==> config.mk <==
export PLATFORM = sky130hd
export DESIGN_NAME = host_serial_pin_sharing
export DESIGN_NICKNAME = d
export VERILOG_FILES = /design/src/hdl/pin_share_pkg.sv /design/src/hdl/host_serial_pin_sharing.sv
export SDC_FILE = /design/constraint.sdc
export NUM_CORES = 1
export LEC_CHECK = 0
export ABC_CLOCK_PERIOD_IN_PS = 1500
export BUFFER_PORTS_ARGS = -buffer_cell sky130_fd_sc_hd__clkbuf_2
export CORE_ASPECT_RATIO = 0.7
export CORE_UTILIZATION = 40
export DETAILED_ROUTE_END_ITERATION = 8
export PLACE_DENSITY = 0.81
export SLEW_MARGIN = 40
export SYNTH_ARGS = -nofsm -noshare
export SYNTH_HDL_FRONTEND = slang
export SYNTH_SLANG_ARGS = --single-unit
==> constraint.sdc <==
create_clock -name CLK -period 1.5 [get_ports CLK]
set_input_delay 0.15 -clock CLK [delete_from_list [all_inputs] [get_ports CLK]]
set_output_delay 0.15 -clock CLK [all_outputs]
set_load 0.1 [all_outputs]
==> src/hdl/pin_share_pkg.sv <==
package pin_share_pkg;
   localparam int HOST_DATA_W  = 8;
   localparam int HOST_SEL_W   = 3;
   localparam int PORT_B_W     = 15;
   localparam int PORT_C_W     = 9;
   localparam logic [14:0] PORT_B_DIR_RESET = 15'h0000;
   localparam logic [8:0]  PORT_C_DIR_RESET = 9'h000;
   localparam logic [14:0] PORT_B_OUT_RESET = 15'h0000;
   localparam logic [8:0]  PORT_C_OUT_RESET = 9'h000;
   localparam logic [7:0]  HOST_BYTE_RESET  = 8'h00;
   localparam int PB_DATA_LSB  = 0;
   localparam int PB_SEL_LSB   = 8;
   localparam int PB_RNW       = 11;
   localparam int PB_ENABLE    = 12;
   localparam int PB_REQUEST   = 13;
   localparam int PB_ACK       = 14;
   localparam int PC_ASYNC_RX  = 0;
   localparam int PC_ASYNC_TX  = 1;
   localparam int PC_ASYNC_CLK = 2;
   localparam int PC_SYNC_C0   = 3;
   localparam int PC_SYNC_CLK  = 6;
   localparam int PC_SYNC_RX   = 7;
   localparam int PC_SYNC_TX   = 8;
   localparam int ASYNC_BITS   = 8;
   localparam int SYNC_BITS    = 8;
endpackage

==> src/hdl/host_serial_pin_sharing.sv <==
`timescale 1ns/100ps
module host_serial_pin_sharing
   import pin_share_pkg::*;
(
   // Clock and reset.
   input  wire logic                                     CLK,
   input  wire logic                                     RESET_N,
   // Function selects, one per pin, high selects the peripheral; port B goes to the host port only when all its bits are high.
   input  wire logic [pin_share_pkg::PORT_B_W-1:0]       PORT_B_FUNC,
   input  wire logic [pin_share_pkg::PORT_C_W-1:0]       PORT_C_FUNC,
   // General purpose direction and output values.
   input  wire logic [pin_share_pkg::PORT_B_W-1:0]       PORT_B_DIR,
   input  wire logic [pin_share_pkg::PORT_B_W-1:0]       PORT_B_OUT,
   input  wire logic [pin_share_pkg::PORT_C_W-1:0]       PORT_C_DIR,
   input  wire logic [pin_share_pkg::PORT_C_W-1:0]       PORT_C_OUT,
   output logic      [pin_share_pkg::PORT_B_W-1:0]       PORT_B_IN,
   output logic      [pin_share_pkg::PORT_C_W-1:0]       PORT_C_IN,
   // Core side of the host port.
   input  wire logic [pin_share_pkg::HOST_DATA_W-1:0]    HOST_READ_DATA,
   input  wire logic                                     HOST_REQUEST_ASSERT,
   output logic      [pin_share_pkg::HOST_DATA_W-1:0]    HOST_WRITE_DATA,
   output logic      [pin_share_pkg::HOST_SEL_W-1:0]     HOST_WRITE_SEL,
   output logic                                          HOST_WRITE_STROBE,
   output logic                                          HOST_ACK_LEVEL,
   // Core side of the serial units.
   input  wire logic                                     ASYNC_CLK_OUT_EN,
   input  wire logic                                     ASYNC_CLK_OUT,
   input  wire logic [pin_share_pkg::ASYNC_BITS-1:0]     ASYNC_TX_WORD,
   input  wire logic                                     ASYNC_TX_LOAD,
   output logic      [pin_share_pkg::ASYNC_BITS-1:0]     ASYNC_RX_SHIFT,
   input  wire logic                                     SYNC_CLK_OUT_EN,
   input  wire logic                                     SYNC_CLK_OUT,
   input  wire logic [2:0]                               SYNC_CTRL_OUT,
   input  wire logic [2:0]                               SYNC_CTRL_OUT_EN,
   input  wire logic [pin_share_pkg::SYNC_BITS-1:0]      SYNC_TX_WORD,
   input  wire logic                                     SYNC_TX_LOAD,
   output logic      [pin_share_pkg::SYNC_BITS-1:0]      SYNC_RX_SHIFT,
   output logic      [2:0]                               SYNC_CTRL_IN,
   // Port B pins: output enables are low while driving.
   input  wire logic [pin_share_pkg::PORT_B_W-1:0]       PB_PIN_IN,
   output logic      [pin_share_pkg::PORT_B_W-1:0]       PB_PIN_OUT,
   output logic      [pin_share_pkg::PORT_B_W-1:0]       PB_PIN_OE_N,
   // Port C pins: output enables are low while driving.
   input  wire logic [pin_share_pkg::PORT_C_W-1:0]       PC_PIN_IN,
   output logic      [pin_share_pkg::PORT_C_W-1:0]       PC_PIN_OUT,
   output logic      [pin_share_pkg::PORT_C_W-1:0]       PC_PIN_OE_N
);
   import pin_share_pkg::*;

   typedef struct packed {
      logic [PORT_B_W-1:0]    b_meta;
      logic [PORT_B_W-1:0]    b_sync;
      logic [PORT_C_W-1:0]    c_meta;
      logic [PORT_C_W-1:0]    c_sync;
      logic                   enable_n_prev;
      logic [HOST_DATA_W-1:0] wr_data;
      logic [HOST_SEL_W-1:0]  wr_sel;
      logic                   wr_strobe;
      logic                   aclk_prev;
      logic [ASYNC_BITS-1:0]  arx;
      logic [ASYNC_BITS-1:0]  atx;
      logic                   atx_bit;
      logic                   sclk_prev;
      logic [SYNC_BITS-1:0]   srx;
      logic [SYNC_BITS-1:0]   stx;
      logic                   stx_bit;
   } state_s;

   state_s st_r;
   state_s st_nxt;

   logic host_mode;
   logic host_enable_n;
   logic host_rnw;
   logic host_read_active;
   logic aclk_level;
   logic sclk_level;

   // The host port counts as one function; it is only in use when every pin is handed over.
   assign host_mode        = &PORT_B_FUNC;
   assign host_enable_n    = st_r.b_sync[PB_ENABLE];
   assign host_rnw         = st_r.b_sync[PB_RNW];
   assign host_read_active = host_mode && !host_enable_n && host_rnw;
   assign aclk_level       = ASYNC_CLK_OUT_EN ? ASYNC_CLK_OUT : st_r.c_sync[PC_ASYNC_CLK];
   assign sclk_level       = SYNC_CLK_OUT_EN ? SYNC_CLK_OUT : st_r.c_sync[PC_SYNC_CLK];

   always_comb begin
      st_nxt               = st_r;
      st_nxt.b_meta        = PB_PIN_IN;
      st_nxt.b_sync        = st_r.b_meta;
      st_nxt.c_meta        = PC_PIN_IN;
      st_nxt.c_sync        = st_r.c_meta;
      st_nxt.wr_strobe     = 1'b0;
      st_nxt.enable_n_prev = host_enable_n;
      // Only a low-to-high step of the synchronized enable counts, so an enable held high cannot
      // store a second copy of the byte.
      if (host_mode && !st_r.enable_n_prev && host_enable_n && !st_r.b_sync[PB_RNW]) begin
         st_nxt.wr_data   = st_r.b_sync[PB_SEL_LSB-1:PB_DATA_LSB];
         st_nxt.wr_sel    = st_r.b_sync[PB_RNW-1:PB_SEL_LSB];
         st_nxt.wr_strobe = 1'b1;
      end
      st_nxt.aclk_prev = aclk_level;
      if (PORT_C_FUNC[PC_ASYNC_RX] && aclk_level && !st_r.aclk_prev) begin
         st_nxt.arx = {st_r.c_sync[PC_ASYNC_RX], st_r.arx[ASYNC_BITS-1:1]};
      end
      if (ASYNC_TX_LOAD) begin
         st_nxt.atx = ASYNC_TX_WORD;
      end else if (!aclk_level && st_r.aclk_prev) begin
         st_nxt.atx_bit = st_r.atx[0];
         st_nxt.atx     = {1'b1, st_r.atx[ASYNC_BITS-1:1]};
      end
      st_nxt.sclk_prev = sclk_level;
      if (PORT_C_FUNC[PC_SYNC_RX] && sclk_level && !st_r.sclk_prev) begin
         st_nxt.srx = {st_r.srx[SYNC_BITS-2:0], st_r.c_sync[PC_SYNC_RX]};
      end
      if (SYNC_TX_LOAD) begin
         st_nxt.stx = SYNC_TX_WORD;
      end else if (!sclk_level && st_r.sclk_prev) begin
         st_nxt.stx_bit = st_r.stx[SYNC_BITS-1];
         st_nxt.stx     = {st_r.stx[SYNC_BITS-2:0], 1'b0};
      end
   end

   always_ff @(posedge CLK or negedge RESET_N) begin
      if (!RESET_N) begin
         st_r <= '0;
      end else begin
         st_r <= st_nxt;
      end
   end

   // Port B pin drivers.
   always_comb begin
      PB_PIN_OUT  = PORT_B_OUT;
      PB_PIN_OE_N = ~PORT_B_DIR;
      if (host_mode) begin
         PB_PIN_OUT  = '0;
         PB_PIN_OE_N = '1;
         if (host_read_active) begin
            PB_PIN_OUT[PB_SEL_LSB-1:PB_DATA_LSB]  = HOST_READ_DATA;
            PB_PIN_OE_N[PB_SEL_LSB-1:PB_DATA_LSB] = '0;
         end
         // Open drain: only the low level is driven, the pull-up gives the high.
         PB_PIN_OE_N[PB_REQUEST] = !HOST_REQUEST_ASSERT;
      end
      if (!RESET_N) begin
         PB_PIN_OE_N = '1;
      end
   end

   // Port C pin drivers; each pin chooses its function on its own.
   always_comb begin
      PC_PIN_OUT  = PORT_C_OUT;
      PC_PIN_OE_N = ~PORT_C_DIR;
      if (PORT_C_FUNC[PC_ASYNC_RX]) begin
         PC_PIN_OE_N[PC_ASYNC_RX] = 1'b1;
      end
      if (PORT_C_FUNC[PC_ASYNC_TX]) begin
         PC_PIN_OUT[PC_ASYNC_TX]  = st_r.atx_bit;
         PC_PIN_OE_N[PC_ASYNC_TX] = 1'b0;
      end
      if (PORT_C_FUNC[PC_ASYNC_CLK]) begin
         PC_PIN_OUT[PC_ASYNC_CLK]  = ASYNC_CLK_OUT;
         PC_PIN_OE_N[PC_ASYNC_CLK] = !ASYNC_CLK_OUT_EN;
      end
      for (int i = 0; i < 3; i++) begin
         if (PORT_C_FUNC[PC_SYNC_C0+i]) begin
            PC_PIN_OUT[PC_SYNC_C0+i]  = SYNC_CTRL_OUT[i];
            PC_PIN_OE_N[PC_SYNC_C0+i] = !SYNC_CTRL_OUT_EN[i];
         end
      end
      if (PORT_C_FUNC[PC_SYNC_CLK]) begin
         PC_PIN_OUT[PC_SYNC_CLK]  = SYNC_CLK_OUT;
         PC_PIN_OE_N[PC_SYNC_CLK] = !SYNC_CLK_OUT_EN;
      end
      if (PORT_C_FUNC[PC_SYNC_RX]) begin
         PC_PIN_OE_N[PC_SYNC_RX] = 1'b1;
      end
      if (PORT_C_FUNC[PC_SYNC_TX]) begin
         PC_PIN_OUT[PC_SYNC_TX]  = st_r.stx_bit;
         PC_PIN_OE_N[PC_SYNC_TX] = 1'b0;
      end
      if (!RESET_N) begin
         PC_PIN_OE_N = '1;
      end
   end

   assign PORT_B_IN         = st_r.b_sync;
   assign PORT_C_IN         = st_r.c_sync;
   assign HOST_WRITE_DATA   = st_r.wr_data;
   assign HOST_WRITE_SEL    = st_r.wr_sel;
   assign HOST_WRITE_STROBE = st_r.wr_strobe;
   // The acknowledge is handed over as a synchronized level, inverted and gated by host_mode; the core decides DMA or interrupt use.
   assign HOST_ACK_LEVEL    = host_mode && !st_r.b_sync[PB_ACK];
   assign ASYNC_RX_SHIFT    = st_r.arx;
   assign SYNC_RX_SHIFT     = st_r.srx;
   assign SYNC_CTRL_IN      = st_r.c_sync[PC_SYNC_C0+2:PC_SYNC_C0];

   AST_BUS_INPUT_UNLESS_READ: assert property (@(posedge CLK) disable iff (!RESET_N)
      host_mode && !host_read_active |-> PB_PIN_OE_N[7:0] == 8'hff)
      else $error("host data bus driven outside a read");
   AST_READ_DRIVES_DATA: assert property (@(posedge CLK) disable iff (!RESET_N)
      host_read_active |-> PB_PIN_OE_N[7:0] == 8'h00 && PB_PIN_OUT[7:0] == HOST_READ_DATA)
      else $error("read data not driven");
   AST_WRITE_CAPTURE: assert property (@(posedge CLK) disable iff (!RESET_N)
      host_mode && !st_r.enable_n_prev && host_enable_n && !host_rnw
      |=> HOST_WRITE_STROBE && HOST_WRITE_DATA == $past(st_r.b_sync[7:0]))
      else $error("write byte not captured at enable release");
   AST_ONE_STROBE: assert property (@(posedge CLK) disable iff (!RESET_N)
      HOST_WRITE_STROBE |=> !HOST_WRITE_STROBE)
      else $error("write captured twice");
   AST_GPIO_B: assert property (@(posedge CLK) disable iff (!RESET_N)
      !host_mode |-> PB_PIN_OE_N == ~PORT_B_DIR && PB_PIN_OUT == PORT_B_OUT)
      else $error("port B not general purpose");
   AST_REQ_OPEN_DRAIN: assert property (@(posedge CLK) disable iff (!RESET_N)
      host_mode |-> PB_PIN_OUT[PB_REQUEST] == 1'b0)
      else $error("request drives high in host mode");
   AST_ASYNC_RX_RISE: assert property (@(posedge CLK) disable iff (!RESET_N)
      PORT_C_FUNC[0] && aclk_level && !st_r.aclk_prev
      |=> ASYNC_RX_SHIFT[7] == $past(st_r.c_sync[0]))
      else $error("receive bit not taken on rising clock");
   AST_ASYNC_TX_STABLE: assert property (@(posedge CLK) disable iff (!RESET_N)
      aclk_level && st_r.aclk_prev |=> $stable(st_r.atx_bit))
      else $error("transmit line moved while clock high");
   AST_SYNC_TX_PIN: assert property (@(posedge CLK) disable iff (!RESET_N)
      PORT_C_FUNC[8] |-> PC_PIN_OE_N[8] == 1'b0 && PC_PIN_OUT[8] == st_r.stx_bit)
      else $error("sync transmit pin not driven");

   // The reset checks carry no disable, because the reset state is what they guard.
   AST_PB_RESET_RELEASED: assert property (@(posedge CLK)
      !RESET_N |-> PB_PIN_OE_N == 15'h7fff)
      else $error("port B driven during reset");
   AST_PC_RESET_RELEASED: assert property (@(posedge CLK)
      !RESET_N |-> PC_PIN_OE_N == 9'h1ff)
      else $error("port C driven during reset");
   AST_GPIO_C: assert property (@(posedge CLK) disable iff (!RESET_N)
      PORT_C_FUNC == 9'h000 |-> PC_PIN_OE_N == ~PORT_C_DIR && PC_PIN_OUT == PORT_C_OUT)
      else $error("port C not general purpose");
   AST_HOST_CTRL_INPUT: assert property (@(posedge CLK) disable iff (!RESET_N)
      host_mode |-> PB_PIN_OE_N[12:8] == 5'h1f && PB_PIN_OE_N[14])
      else $error("host control line driven in host mode");
   AST_REQ_PULLS_LOW: assert property (@(posedge CLK) disable iff (!RESET_N)
      host_mode |-> PB_PIN_OE_N[PB_REQUEST] == !HOST_REQUEST_ASSERT)
      else $error("request pin does not follow the core request");
   AST_ACK_ONLY_HOST: assert property (@(posedge CLK) disable iff (!RESET_N)
      !host_mode |-> !HOST_ACK_LEVEL)
      else $error("acknowledge reported outside host mode");
   AST_NO_WRITE_OUTSIDE_HOST: assert property (@(posedge CLK) disable iff (!RESET_N)
      !host_mode |=> !HOST_WRITE_STROBE)
      else $error("write captured outside host mode");
   AST_WRITE_SEL_CAPTURE: assert property (@(posedge CLK) disable iff (!RESET_N)
      host_mode && !st_r.enable_n_prev && host_enable_n && !host_rnw
      |=> HOST_WRITE_SEL == $past(st_r.b_sync[10:8]))
      else $error("register select not captured with the byte");
   AST_ASYNC_RX_INPUT: assert property (@(posedge CLK) disable iff (!RESET_N)
      PORT_C_FUNC[0] |-> PC_PIN_OE_N[0])
      else $error("async receive pin driven");
   AST_ASYNC_TX_PIN: assert property (@(posedge CLK) disable iff (!RESET_N)
      PORT_C_FUNC[1] |-> !PC_PIN_OE_N[1] && PC_PIN_OUT[1] == st_r.atx_bit)
      else $error("async transmit pin not driven");
   AST_ASYNC_TX_FALL: assert property (@(posedge CLK) disable iff (!RESET_N)
      !aclk_level && st_r.aclk_prev && !ASYNC_TX_LOAD |=> st_r.atx_bit == $past(st_r.atx[0]))
      else $error("async transmit bit not moved on falling clock");
   AST_ASYNC_CLK_PIN: assert property (@(posedge CLK) disable iff (!RESET_N)
      PORT_C_FUNC[2] |-> PC_PIN_OE_N[2] == !ASYNC_CLK_OUT_EN)
      else $error("async clock pin direction wrong");
   AST_SYNC_CTRL_PIN: assert property (@(posedge CLK) disable iff (!RESET_N)
      PORT_C_FUNC[5:3] == 3'b111 |-> PC_PIN_OE_N[5:3] == ~SYNC_CTRL_OUT_EN)
      else $error("sync control pin direction wrong");
   AST_SYNC_CLK_PIN: assert property (@(posedge CLK) disable iff (!RESET_N)
      PORT_C_FUNC[6] |-> PC_PIN_OE_N[6] == !SYNC_CLK_OUT_EN)
      else $error("sync clock pin direction wrong");
   AST_SYNC_RX_INPUT: assert property (@(posedge CLK) disable iff (!RESET_N)
      PORT_C_FUNC[7] |-> PC_PIN_OE_N[7])
      else $error("sync receive pin driven");
   AST_SYNC_RX_SHIFT: assert property (@(posedge CLK) disable iff (!RESET_N)
      PORT_C_FUNC[7] && sclk_level && !st_r.sclk_prev
      |=> SYNC_RX_SHIFT[0] == $past(st_r.c_sync[7]))
      else $error("sync receive bit not taken on rising clock");
   AST_SYNC_TX_FALL: assert property (@(posedge CLK) disable iff (!RESET_N)
      !sclk_level && st_r.sclk_prev && !SYNC_TX_LOAD |=> st_r.stx_bit == $past(st_r.stx[7]))
      else $error("sync transmit bit not moved on falling clock");
endmodule // host_serial_pin_sharing

==> results <==
- The flow ran to the end, but the final reports show violations.
- The final reports fail on hold timing, setup timing.
- During placement, the flow inserted port buffers numbering 234.
- The first TritonRoute pass finished after 4 iterations.
- The floorplan step set the die width to 124 um.
- TritonCTS built the clock tree.
- Combinational logic burns 39.3% of the power.
- On the final layout, the worst hold slack is -10.9 ps.
- The worst min-delay path category is input port to asynchronous set/reset pin.
- The clock network is responsible for 26.5% of the overall power.
- The detailed router put a total of 4.48 mm of wire on met1.
- The worst-case clock skew is 5.88 ps.
- The area of combinational cells with multiple inputs is 1790 um^2.
- The overall global routing resource usage is 20.6%.
- For this design the total switching power over the nets is 3.88 mW.
- The highest clock rate is 0.545 GHz.
- The area taken by flip-flops and latches is 2430 um^2.
- From bottom edge to top edge, the die measures 87.5 um.
- Data on the critical path is required at its endpoint by 1350 ps.
- The placeable core region is 9910 um^2.
- The clock tree root driver cell is sky130_fd_sc_hd__clkbuf_16.
- The most frequently used flop master after synthesis is sky130_fd_sc_hd__dfrtp_1.
- In this run, flip-flops and latches consume 34.2% of the power.
- The post-route DRC violation count is 0.
- The area of placed instances is 6240 um^2.
- The total I/O pin count is 239.
- The leakage power of the design is 3.54 nW.
- The final count of pins violating max slew was 0.
- Clock latency on the worst-skew pair, taken at its later pin, is 330 ps.
- The number of DRC violations after detailed-routing iteration 0 is 83.
- The HPWL reported at the end of detailed placement is 8.24 mm.
- The kind of end point of the critical path is an output pin.
- The synthesized cell area is 4180 um^2.
- The number of buffers and inverters on the critical path is 3.
- The final sum of negative setup slack is -8120 ps.
- After detailed routing, the number of vias per cell comes to 4.67.
- Setup repair after global routing could not meet its margin everywhere.
- Traced cell by cell, the critical path runs through clkbuf_2 -> nand4_4 -> or4_4 -> buf_8 -> mux2_4 -> nand2_4 -> buf_12.
- The maximum number of pins on one net before global-route repair is 63.
- The overall routed net length is 12.0 mm.
- In this run the worst path has a maximum fanout of 6.
- In the final routed layout, each cell accounts on average for 16.9 um.
- The area of the die is 10900 um^2.
- After layout, the worst setup slack is -335 ps.
- After clock tree synthesis, the clock-pin slew on the worst setup and hold paths is 70 ps.
- The tree built by TritonCTS fans out to 97 sinks.
- The effective utilization at floorplan is 42.1%.
- At the pin with the least slew margin, the transition time is 562 ps.
- The initial antenna violation count is 0.
- The total of endpoints with negative setup slack in the final report is 31.
- In the final layout, the share of cells above drive strength 1 is 66.1%.
- The leftover overflow at the end of global routing is 0.
- The global-route wire length before repair is 16.8 mm.
- The worst slew slack as a fraction of its limit is 62.6%.
- The post-route cell area is 7070 um^2.
- The maximum single-stage delay on the critical path is 580 ps.
- The critical path is of the input port to output pin type.
- The fill cell instance count of the final layout is 666.
- The async set-or-reset flop fraction in the synthesized netlist is 100%.
- Counting flops and latches in the post-synthesis netlist gives 97.
- The switching power share of the total is 42.4%.
- Power comes to 9.17 mW.
- The via count of the first global-routing pass is 3409.
- The total count of hold-check failures in the final report is 7.
- For this design the ratio of total power to cell area is 1300 nW/um^2.
- The tool flagged a number of max-cap violations equal to 0.
- The maximum level of the CTS H-tree is 3.
- The layout-stage area growth over the synthesis result is 69.3%.
- The number of nets handed over by synthesis was 475.
- Across the VDD grid, the largest voltage drop is 1.88 mV.
- The synthesized design contains 0 enable-type register cells.
- The Yosys step of the flow raised 0 warnings.
- The detail route stage leaves a number of antenna-violating nets equal to 0.
- Cells fill 71.3% of the core in the end.
- Wire segments on met2 add up to 6.61 mm in the final route.
- The family with the most delay on the worst path is simple AND/OR/NAND/NOR gates.
- After technology mapping, the gate count stands at 340.
- At the end of routability-driven placement, the weighted congestion stood at 0.775.
- The floorplan has 30 rows.
- The highest layer touched by signal routing is met4.
- Counting along the longest clock path gives a buffer depth of 2.
- The share of the yosys chip area belonging to registers is 58.1%.
- Leaving out fill and tap cells, the most frequent cells in the layout are 186 x sky130_fd_sc_hd__clkbuf_2, 97 x sky130_fd_sc_hd__dfrtp_1, 43 x sky130_fd_sc_hd__buf_12.
- The total number of nets in the final design is 708.
- The internal portion of the total power is 5.28 mW.
- The cell type of the slowest stage on the worst timing path is sky130_fd_sc_hd__or4_4.
- The routed length on met3 is 733 um.
- The number of distinct library cells after synthesis is 26.
- The number of vias after detailed routing is 3297.
- Leaving out fill and tap cells, the most frequent cell in the layout is sky130_fd_sc_hd__clkbuf_2.
- The clock period minus worst slack is 1840 ps.
- Data arrives at the worst endpoint at 1690 ps.
- A synthesized cell averages 12.3 um^2.
- The worst setup path is launched from an input port.
- TritonCTS created 9 clock buffers.
- The number of antenna diodes in the final layout is 0.
- The part of the cycle the worst path needs is 122%.
layer usage:
layer | vias to the layer above | GRT usage, %
met5 | - | 0
met4 | 0 | 6.06
met3 | 17 | 5.30
met2 | 115 | 37.8
met1 | 1618 | 23.4
li1 | 1547 | -
power groups by stage:
stage	Sequential (mW)	Clock, mW	Combinational (mW)
final	3.14	2.43	3.60
after global routing	3.18	2.60	3.70
after CTS	3.13	2.47	3.59
after detailed placement	3.18	0	3.51
after global placement	3.15	0	3.47
after floorplan	3.11	0	3.04
cells in the mapped netlist (all sizes together), types with 2 or more instances:
master   n  area (um^2)
and2    17          108
buf     60          447
clkbuf   7         26.3
dfrtp   97         2430
inv      3         11.3
mux2    42          507
mux2i   16          160
nand2   47          176
nand3   10         62.6
nand3b   2         15.0
nand4    3         25.0
nor2     4         15.0
nor3b    2         25.0
o21ai   26          130
sequential cells by signal (all words and copies together), names as in the netlist:
register	count
st_nxt	24
HOST_WRITE_DATA	8
HOST_WRITE_STROBE	1
SYNC_RX_SHIFT	8
PORT_B_IN	15
PORT_C_IN	9
HOST_WRITE_SEL	3
ASYNC_RX_SHIFT	8
st_r	21
layout make-up:
class	count	share of cell area (%)
sequential	97	34.3
timing repair buffer	289	33.4
multi-input combinational	173	25.3
clock buffer	10	3.24
tap	128	2.27
clock inverter	6	1.29
inverter	3	0.159
stage by stage:
stage / worst slack, ps / cells
finish: -335 / 706
global route: -386 / 706
CTS: -296 / 700
detailed placement: -376 / 656
global placement: -323 / 656
floorplan: -450 / 340
path summary, 6_finish.rpt:
| kind | start | endpoint | slack, ps | cells past startpoint |
|---|---|---|---|---|
| max in group asynchronous | RESET_N | st_r[24] | 580 | 3 |
| worst min-delay path | RESET_N | st_nxt[76] | -10 | 2 |
| worst min register to register | st_nxt[71] | PORT_B_IN[4] | 350 | 0 |
| worst max register to register | PORT_B_IN[11] | HOST_WRITE_DATA[5] | 10 | 5 |
| worst max-delay path | PORT_B_FUNC[7] | PB_PIN_OE_N[13] | -340 | 7 |
| min in group CLK | SYNC_TX_WORD[3] | st_r[4] | 30 | 3 |
worst register-to-register path, delay by kind of cell (launching register included):
| kind | cells | cell delay (ps) |
|---|---|---|
| buffers and inverters | 2 | 260 |
| DFF | 1 | 370 |
| muxes | 1 | 370 |
| and+or+nand+nor | 2 | 380 |
cells by family (layout without fill, tap and decap cells):
logic type	after synthesis	count (layout)	synth area share, %
flip-flops	97	97	58.1
AO/OA/AOI/OAI	27	27	3.24
buffers and inverters	70	308	11.6
AND/OR/NAND/NOR	88	88	11.1
multiplexers	58	58	16.0
timing repair:
action	CTS	global route
resized for setup	16	27
hold endpoints to repair	43	0
buffers inserted	1	5
hold buffers	27	0
pin swaps	1	13
gates cloned	0	1
setup endpoints to repair	33	32
Note: power is estimated with default switching activity, not from simulation.
